**config.mk**
```make
export PLATFORM = sky130hd
export DESIGN_NAME = scpb_bank
export DESIGN_NICKNAME = d
export VERILOG_FILES = /design/src/include/scpb_pkg.sv /design/src/verilog/scpb_bank.sv
export SDC_FILE = /design/constraint.sdc
export NUM_CORES = 1
export LEC_CHECK = 0
export BUFFER_PORTS_ARGS = -buffer_cell sky130_fd_sc_hd__buf_2
export CAP_MARGIN = 20
export CORE_MARGIN = 2
export CORE_UTILIZATION = 55
export CTS_CLUSTER_SIZE = 16
export DETAILED_ROUTE_END_ITERATION = 16
export PLACE_DENSITY_LB_ADDON = 0.25
export SLEW_MARGIN = 40
export SYNTH_ARGS = -nofsm -noshare
export SYNTH_HDL_FRONTEND = slang
export SYNTH_SLANG_ARGS = --single-unit
```
**constraint.sdc**
```tcl
create_clock -name core_clk -period 8.3 [get_ports core_clk]
set_clock_uncertainty 0.1 [all_clocks]
set_input_delay 2.075 -clock core_clk [delete_from_list [all_inputs] [get_ports core_clk]]
set_output_delay 2.075 -clock core_clk [all_outputs]
set_load 0.02 [all_outputs]
```
**src/include/scpb_pkg.sv**
```systemverilog
// shared constants for the serial communication parameter bank
package scpb_pkg;
  localparam logic [15:0] SCPB_OFF_NODE = 16'h0900;
  localparam logic [15:0] SCPB_OFF_BAUD = 16'h0901;
  localparam logic [15:0] SCPB_OFF_FRAME = 16'h0902;
  localparam logic [15:0] SCPB_OFF_FAULT = 16'h0903;
  localparam logic [15:0] SCPB_OFF_TOEN = 16'h0904;
  localparam logic [15:0] SCPB_OFF_TODUR = 16'h0905;
  localparam logic [15:0] SCPB_OFF_COPY = 16'h0906;
  localparam logic [15:0] SCPB_OFF_LOCK = 16'h0907;
  localparam logic [15:0] SCPB_OFF_RESTORE = 16'h0908;
  localparam logic [15:0] SCPB_OFF_PW_ENTRY = 16'h0806;
  localparam logic [15:0] SCPB_OFF_PW_SETUP = 16'h0807;
  localparam logic [15:0] SCPB_RST_NODE = 16'h0001;
  localparam logic [15:0] SCPB_RST_BAUD = 16'h0001;
  localparam logic [15:0] SCPB_RST_FRAME = 16'h000C;
  localparam logic [15:0] SCPB_RST_FAULT = 16'h0003;
  localparam logic [15:0] SCPB_RST_TOEN = 16'h0000;
  localparam logic [15:0] SCPB_RST_TODUR = 16'h0005;
  localparam logic [15:0] SCPB_RST_COPY = 16'h0000;
  localparam logic [15:0] SCPB_RST_LOCK = 16'h0000;
  localparam logic [15:0] SCPB_RST_RESTORE = 16'h0000;
  localparam logic [15:0] SCPB_NODE_MIN = 16'h0001;
  localparam logic [15:0] SCPB_NODE_MAX = 16'h00FE;
  localparam logic [15:0] SCPB_BAUD_MAX = 16'h0005;
  localparam logic [15:0] SCPB_FRAME_MIN = 16'h0001;
  localparam logic [15:0] SCPB_FRAME_ASCII_MAX = 16'h000B;
  localparam logic [15:0] SCPB_FRAME_MAX = 16'h0011;
  localparam logic [15:0] SCPB_FAULT_MAX = 16'h0003;
  localparam logic [15:0] SCPB_TODUR_MIN = 16'h0001;
  localparam logic [15:0] SCPB_TODUR_MAX = 16'h03E8;
  localparam logic [15:0] SCPB_RESTORE_LOCK = 16'h0001;
  localparam logic [15:0] SCPB_RESTORE_CLR_PRG = 16'h0006;
  localparam logic [15:0] SCPB_RESTORE_DEF50 = 16'h0009;
  localparam logic [15:0] SCPB_RESTORE_DEF60 = 16'h000A;
  localparam logic [3:0] SCPB_CHAR_BITS_ASCII = 4'hA;
  localparam logic [3:0] SCPB_CHAR_BITS_RTU = 4'hB;
  localparam int SCPB_CLK_HZ = 40000000;
  localparam int SCPB_TICK_MS = 100;
  localparam int SCPB_TICK_CYC = SCPB_CLK_HZ / 1000 * SCPB_TICK_MS;
  // fault action codes
  localparam logic [1:0] SCPB_ACT_WARN_RUN = 2'h0;
  localparam logic [1:0] SCPB_ACT_WARN_RAMP = 2'h1;
  localparam logic [1:0] SCPB_ACT_WARN_COAST = 2'h2;
  localparam logic [1:0] SCPB_ACT_SILENT = 2'h3;
  // user program engine state
  typedef enum logic [1:0] {SCPB_PRG_DISABLED, SCPB_PRG_STOPPED, SCPB_PRG_RUNNING} scpb_prg_e;
endpackage : scpb_pkg

```
**src/verilog/scpb_bank.sv**
```systemverilog
// serial communication parameter bank with link timeout watchdog
`timescale 1ns/1ps
`default_nettype none

module scpb_bank
  import scpb_pkg::*;
#(
  parameter int TICK_CYC = SCPB_TICK_CYC
) (
  input wire logic core_clk,
  input wire logic reset_n,
  input wire logic wr_en,
  input wire logic wr_from_keypad,
  input wire logic [15:0] wr_addr,
  input wire logic [15:0] wr_data,
  input wire logic [15:0] rd_addr,
  output logic [15:0] rd_data,
  output logic rd_hit,
  output logic wr_accept,
  output logic wr_reject,
  output logic comm_fail,
  input wire logic frame_valid,
  input wire logic copy_to_drive_req,
  input wire logic copy_to_keypad_req,
  output logic copy_grant,
  output logic copy_refused_error,
  input wire logic [1:0] prg_state,
  input wire logic power_cycle,
  output logic [15:0] own_address,
  output logic [2:0] baud_code,
  output logic rtu_mode,
  output logic [3:0] char_bits,
  output logic timeout_fault,
  output logic fault_warn,
  output logic fault_ramp_stop,
  output logic fault_coast_stop,
  output logic pend_clear_prg,
  output logic pend_def50,
  output logic pend_def60,
  output logic restore_refused
);

  // ----------------------------------------
  // registers
  // ----------------------------------------
  logic [15:0] node_address;
  logic [15:0] baud_select;
  logic [15:0] framing_select;
  logic [15:0] comm_fault_action;
  logic [15:0] timeout_enable;
  logic [15:0] timeout_duration;
  logic [15:0] copy_enable;
  logic [15:0] global_lock;
  logic [15:0] restore_command;
  logic [2:0] pend_code;

  function automatic logic in_range(input logic [15:0] v, input logic [15:0] lo,
                                    input logic [15:0] hi);
    in_range = (v >= lo) && (v <= hi);
  endfunction : in_range

  // ----------------------------------------
  // write qualification
  // ----------------------------------------
  wire logic hit_node = wr_addr == SCPB_OFF_NODE;
  wire logic hit_baud = wr_addr == SCPB_OFF_BAUD;
  wire logic hit_frame = wr_addr == SCPB_OFF_FRAME;
  wire logic hit_fault = wr_addr == SCPB_OFF_FAULT;
  wire logic hit_toen = wr_addr == SCPB_OFF_TOEN;
  wire logic hit_todur = wr_addr == SCPB_OFF_TODUR;
  wire logic hit_copy = wr_addr == SCPB_OFF_COPY;
  wire logic hit_lock = wr_addr == SCPB_OFF_LOCK;
  wire logic hit_rest = wr_addr == SCPB_OFF_RESTORE;
  wire logic hit_any = hit_node | hit_baud | hit_frame | hit_fault | hit_toen
                     | hit_todur | hit_copy | hit_lock | hit_rest;
  wire logic value_ok = (hit_node & in_range(wr_data, SCPB_NODE_MIN, SCPB_NODE_MAX))
                      | (hit_baud & (wr_data <= SCPB_BAUD_MAX))
                      | (hit_frame & in_range(wr_data, SCPB_FRAME_MIN, SCPB_FRAME_MAX))
                      | (hit_fault & (wr_data <= SCPB_FAULT_MAX))
                      | (hit_toen & (wr_data <= 16'h0001))
                      | (hit_todur & in_range(wr_data, SCPB_TODUR_MIN, SCPB_TODUR_MAX))
                      | (hit_copy & (wr_data <= 16'h0001))
                      | (hit_lock & (wr_data <= 16'h0001))
                      | hit_rest;
  // lock still lets lock itself be cleared, else only a power_cycle or reset could undo it
  wire logic lock_blocks = (global_lock[0] & ~hit_lock);
  wire logic restore_blocks = (restore_command == SCPB_RESTORE_LOCK) & ~hit_rest;
  wire logic copy_serial = hit_copy & ~wr_from_keypad;
  wire logic prg_busy = prg_state != 2'(SCPB_PRG_DISABLED);
  wire logic rest_action = hit_rest & ((wr_data == SCPB_RESTORE_CLR_PRG)
                         | (wr_data == SCPB_RESTORE_DEF50) | (wr_data == SCPB_RESTORE_DEF60));
  wire logic rest_refuse = rest_action & prg_busy;
  wire logic ok_write = hit_any & value_ok & ~lock_blocks & ~restore_blocks
                      & ~copy_serial & ~rest_refuse;
  wire logic do_write = wr_en & ok_write;

  // ----------------------------------------
  // register file
  // ----------------------------------------
  always_ff @(posedge core_clk) begin
    if (!reset_n || power_cycle) begin
      node_address <= SCPB_RST_NODE;
      baud_select <= SCPB_RST_BAUD;
      framing_select <= SCPB_RST_FRAME;
      comm_fault_action <= SCPB_RST_FAULT;
      timeout_enable <= SCPB_RST_TOEN;
      timeout_duration <= SCPB_RST_TODUR;
      copy_enable <= SCPB_RST_COPY;
      global_lock <= SCPB_RST_LOCK;
      restore_command <= SCPB_RST_RESTORE;
    end else if (do_write) begin
      if (hit_node) node_address <= wr_data;
      if (hit_baud) baud_select <= wr_data;
      if (hit_frame) framing_select <= wr_data;
      if (hit_fault) comm_fault_action <= wr_data;
      if (hit_toen) timeout_enable <= wr_data;
      if (hit_todur) timeout_duration <= wr_data;
      if (hit_copy) copy_enable <= wr_data;
      if (hit_lock) global_lock <= wr_data;
      if (hit_rest) restore_command <= wr_data;
    end
  end

  // ----------------------------------------
  // deferred restore actions
  // ----------------------------------------
  // pending codes survive into power_cycle and fire for one cycle after it
  always_ff @(posedge core_clk) begin
    if (!reset_n) begin
      pend_code <= 3'h0;
    end else if (power_cycle) begin
      pend_code <= 3'h0;
    end else if (do_write && hit_rest) begin
      pend_code <= {wr_data == SCPB_RESTORE_DEF60, wr_data == SCPB_RESTORE_DEF50,
                    wr_data == SCPB_RESTORE_CLR_PRG};
    end
  end

  always_ff @(posedge core_clk) begin
    if (!reset_n) begin
      pend_clear_prg <= 1'b0;
      pend_def50 <= 1'b0;
      pend_def60 <= 1'b0;
    end else begin
      pend_clear_prg <= power_cycle & pend_code[0];
      pend_def50 <= power_cycle & pend_code[1];
      pend_def60 <= power_cycle & pend_code[2];
    end
  end

  // ----------------------------------------
  // write answers and copy control
  // ----------------------------------------
  always_ff @(posedge core_clk) begin
    if (!reset_n) begin
      wr_accept <= 1'b0;
      wr_reject <= 1'b0;
      comm_fail <= 1'b0;
      restore_refused <= 1'b0;
      copy_grant <= 1'b0;
      copy_refused_error <= 1'b0;
    end else begin
      wr_accept <= do_write;
      wr_reject <= wr_en & ~ok_write;
      comm_fail <= wr_en & copy_serial;
      restore_refused <= wr_en & rest_refuse;
      copy_grant <= copy_to_keypad_req | (copy_to_drive_req & copy_enable[0]);
      copy_refused_error <= copy_to_drive_req & ~copy_to_keypad_req & ~copy_enable[0];
    end
  end

  // ----------------------------------------
  // timeout watchdog
  // ----------------------------------------
  logic [$clog2(TICK_CYC)-1:0] tick_cnt;
  logic [15:0] tenths;
  logic tick;
  assign tick = tick_cnt == ($clog2(TICK_CYC))'(TICK_CYC - 1);
  wire logic to_armed = timeout_enable[0];
  wire logic expired = to_armed & (tenths > timeout_duration);

  always_ff @(posedge core_clk) begin
    if (!reset_n || !to_armed || frame_valid) begin
      tick_cnt <= '0;
      tenths <= 16'h0000;
    end else begin
      tick_cnt <= tick ? '0 : tick_cnt + 1'b1;
      if (tick && !expired) tenths <= tenths + 16'h0001;
    end
  end

  always_ff @(posedge core_clk) begin
    if (!reset_n) begin
      timeout_fault <= 1'b0;
    end else begin
      timeout_fault <= expired & ~frame_valid;
    end
  end

  // ----------------------------------------
  // outputs
  // ----------------------------------------
  wire logic [1:0] act = comm_fault_action[1:0];
  assign fault_warn = timeout_fault & (act != SCPB_ACT_SILENT);
  assign fault_ramp_stop = timeout_fault & (act == SCPB_ACT_WARN_RAMP);
  assign fault_coast_stop = timeout_fault & (act == SCPB_ACT_WARN_COAST);
  assign own_address = node_address;
  assign baud_code = baud_select[2:0];
  assign rtu_mode = framing_select > SCPB_FRAME_ASCII_MAX;
  assign char_bits = rtu_mode ? SCPB_CHAR_BITS_RTU : SCPB_CHAR_BITS_ASCII;

  always_ff @(posedge core_clk) begin
    if (!reset_n) begin
      rd_data <= 16'h0000;
      rd_hit <= 1'b0;
    end else begin
      rd_hit <= rd_addr[15:4] == SCPB_OFF_NODE[15:4] && rd_addr[3:0] <= 4'h8;
      unique case (rd_addr)
        SCPB_OFF_NODE: rd_data <= node_address;
        SCPB_OFF_BAUD: rd_data <= baud_select;
        SCPB_OFF_FRAME: rd_data <= framing_select;
        SCPB_OFF_FAULT: rd_data <= comm_fault_action;
        SCPB_OFF_TOEN: rd_data <= timeout_enable;
        SCPB_OFF_TODUR: rd_data <= timeout_duration;
        SCPB_OFF_COPY: rd_data <= copy_enable;
        SCPB_OFF_LOCK: rd_data <= global_lock;
        SCPB_OFF_RESTORE: rd_data <= restore_command;
        default: rd_data <= 16'h0000;
      endcase
    end
  end
endmodule : scpb_bank
`default_nettype wire

```
==> results.txt <==
The run finished with clean final reports. The initial cell density of the core is 0.564. The die covers 17400 um2. The path type of the worst min-delay path is reg2reg. The depth of the CTS H-tree is 1.

Of all flip-flops after synthesis, the portion carrying an async set or reset was 0. The busiest layer in global routing is met2. The via count of the first global-routing pass is 6896. For met2 alone, demand over resource in global routing was 0.401. The share of total power in sequential cells is 0.501.

Detailed placement ended at an HPWL of 16000 um. Total power for the finished layout comes to 2.03 mW. The number of buffers created by CTS came out at 22. The achievable clock frequency came out at 208 MHz. For this run, the slowest stage of the critical path takes 0.67 ns. The category of the most critical setup path is in2reg. The number of rows created at floorplan is 46. The share of final-layout standard cells stronger than drive strength 1 came out at 0.169. The deepest clock path buffer count is 3. By count the netlist is led by sky130_fd_sc_hd__dfxtp_1, sky130_fd_sc_hd__and2_1, sky130_fd_sc_hd__nand2_1. The post-route DRC violation count is 0. The iteration count of the initial detailed-routing pass came out at 6.

For this run, the leading register cell type out of synthesis is sky130_fd_sc_hd__dfxtp_1. The most frequent cell after synthesis is sky130_fd_sc_hd__dfxtp_1. The top cell type by total area after synthesis is sky130_fd_sc_hd__dfxtp_1. The final layout net count came out at 1109. The global-route wire length before repair came out at 36900 um. The CTS clock-pin slew for the worst setup and hold paths came out at 0.06 ns. The cell family contributing the most delay on the critical path is simple AND/OR/NAND/NOR gates. The number of input and output port buffers inserted is 108. The total congestion overflow after global routing is 0.

The part of the total power dissipated in combinational logic came out at 0.033. Dividing the detail-routed via count by the number of cells gives 5.86. The cell area that synthesis handed to floorplanning was 8990 um2.

The max-capacitance violation count is 0. The synthesis-to-layout area growth is 15.0%. The initial antenna violation count is 0.

Buffers inserted to repair hold after CTS numbered 0. The number of synthesized register bits is 212. STA classifies the critical path startpoint as an input port. The static power due to leakage is 4.13 nW. The die outline width came out at 132 um. The count of endpoints failing hold in the final timing report came out at 0. In the global route stage, met3 resource usage came out at 0.0419.

The register area share after synthesis is 0.472. The critical-path maximum fanout came out at 15. The internal power of the cells totals 1.59 mW. Each instance of the synthesized netlist takes up on average 9.38 um2. The portion of total power attributed to the clock network is 0.466. The number of placed I/O pins came out at 112. The net switching fraction of the power came out at 0.218.

Ranked by total cell area, the synthesized netlist is headed by sky130_fd_sc_hd__dfxtp_1, sky130_fd_sc_hd__mux2i_1, sky130_fd_sc_hd__and2_1, sky130_fd_sc_hd__nand2_1, sky130_fd_sc_hd__nor2_1. The signal on the critical path passes through buf_2 > nor4_2 > and4_1 > a22o_1 > nand2_1 > a311oi_4 > a31oi_2 > and2_1. In this run the remaining antenna-violating nets after routing total 0. Across every metal layer, demand over resource in global routing totals 0.260.

The number of instances resized during post-cts repair is 0. The worst-margin pin slew came out at 0.806 ns. The final-report setup violation count is 0.

The fraction of the cycle the final worst path needs is 0.579. The clock latency of the later-clocked register in the worst-skew pair is 0.50 ns. The vertical die dimension is 132 um. The clock period could shrink to 4.81 ns.

Counting every instance in the synthesized netlist gives 958. The root buffer cell is sky130_fd_sc_hd__clkbuf_16. The initial detailed-routing violation count came out at 701. The number of setup buffers added after CTS is 0. Across the VDD grid, the largest voltage drop is 172 uV.

STA puts the critical path data arrival time at 5.10 ns. The met1 usage came out at 0.380. The area share of the leading cell type in the synthesized netlist came out at 0.472. The core region is 15900 um2. Together, buffers and inverters on the worst path number 1.

The final max-slew violation count came to 0. Setup repair after global routing left no endpoint under its margin. The detailed router placed 7396 vias in this run. The standard cell with the maximum stage delay on the critical path is sky130_fd_sc_hd__a311oi_4.

After detailed routing, the average wire length per cell comes to 18.2 um. STA classifies the critical path endpoint as a flop. The switching power came out at 0.444 mW. In this run, synthesis inferred 0 flip-flops with an integrated enable. The routability congestion estimate came out at 0.908.

The worst pin sits at a relative slew slack of 0.462. The final sum of negative setup slack came out at 0 ns. At the worst endpoint, the required time is 8.59 ns. The power per standard cell area came out at 197 nW/um2.

The number of inserted diodes came out at 0. The number of unique standard cell types used by synthesis is 64. The largest net degree at the start of global routing is 45. After detailed routing, the total wire length is 22900 um. TritonCTS built the clock tree. The number of warning messages in the yosys log came out at 0. For this design, the sink count on the clock tree is 212.
[layer usage]
layer,up-vias,share of wire,routed length [um]
li1,3604,-,-
met1,3496,0.47,10800
met4,0,0.021,483
met2,260,0.44,10100
met5,-,0,0
met3,36,0.063,1450
[worst register-to-register path, cell delays in order, from the launching register on]
cell and delay [ns]:
sky130_fd_sc_hd__dfxtp_1 0.38, sky130_fd_sc_hd__inv_1 0.07, sky130_fd_sc_hd__ha_1 0.30, sky130_fd_sc_hd__nand4_1 0.15, sky130_fd_sc_hd__or4_1 0.57, sky130_fd_sc_hd__nor2_1 0.15, sky130_fd_sc_hd__inv_1 0.05, sky130_fd_sc_hd__o211a_1 0.42
sky130_fd_sc_hd__or4_1 0.61, sky130_fd_sc_hd__a21oi_1 0.17
[area by class of cell]
class / instances / area (um2)
multi-input combinational: 656 / 4430
timing repair buffer: 117 / 608
inverter: 24 / 90.1
sequential: 212 / 4240
clock buffer: 32 / 659
tap: 216 / 270
fill: 1354 / 5610
clock inverter: 6 / 33.8
[metrics by stage]
step | worst slack, ns | instances | hold slack, ns | util | instance area (um2)
after global placement | 2.82 | 1225 | 0.337 | 0.602 | 9590
after global routing | 3.28 | 1263 | 0.369 | 0.648 | 10300
after CTS | 3.35 | 1263 | 0.357 | 0.646 | 10300
after detailed placement | 2.80 | 1225 | 0.341 | 0.603 | 9610
final | 3.49 | 1263 | 0.356 | 0.648 | 10300
after floorplan | 3.83 | 959 | 0.324 | - | 8990
[kinds of logic (layout without fill, tap and decap cells)]
logic type,after synthesis,count (layout),share of synthesized area
and+or+nand+nor,395,395,0.246
muxes,60,60,0.0711
adders and majority gates,18,18,0.0251
xor gates and xnor gates,18,18,0.0175
buffers and inverters,91,179,0.0420
other,2,3,0.000836
DFF,212,212,0.472
AOI/OAI and AO/OA,162,162,0.126
[worst paths after layout]
check / startpoint / end / slack, ns / cells past startpoint
min reg2reg: copy_enable[8] / copy_enable[8] / 0.36 / 1
min: copy_enable[8] / copy_enable[8] / 0.36 / 1
max reg2reg: timeout_duration[15] / tenths[12] / 5.26 / 9
max: wr_addr[13] / copy_enable[3] / 3.49 / 8
[cell usage in the layout, fill, tap and decap left out, drive strengths merged, types with 7 or more instances in the layout]
master  netlist  final
dfxtp       212    212
or4          15     15
nor2b         8      8
nor3         18     18
o31ai        16     16
nand3        23     23
a31oi        23     23
nand4        19     19
and2         83     83
ha           18     18
xnor2         7      7
o21ai        21     21
and3         36     36
nand2        70     70
nor2         64     64
mux2i        56     56
a222oi       16     16
a21oi        33     33
xor2         11     11
inv          24     24
clkbuf       51     32
buf          16    117
a22oi        27     27
nand2b        9      9
nor4         19     19
[registers in the layout, summed over array words and instances, names as in the netlist, 3 cells and up]
signal	cells
pend_code	3
own_address	16
comm_fault_action	16
global_lock	16
rd_data	16
restore_command	16
tenths	16
timeout_duration	16
copy_enable	16
framing_select	16
tick_cnt	22
baud_select	16
timeout_enable	16
[power by group through the flow]
stage	clock (mW)	combinational [mW]	sequential [mW]
floorplan	0	0.0337	1.04
global placement	0	0.0638	1.04
detailed placement	0	0.0652	1.04
CTS	0.958	0.0654	1.02
global route	1.00	0.0718	1.02
finish	0.947	0.0669	1.02
(Power assumes the default switching activity.)
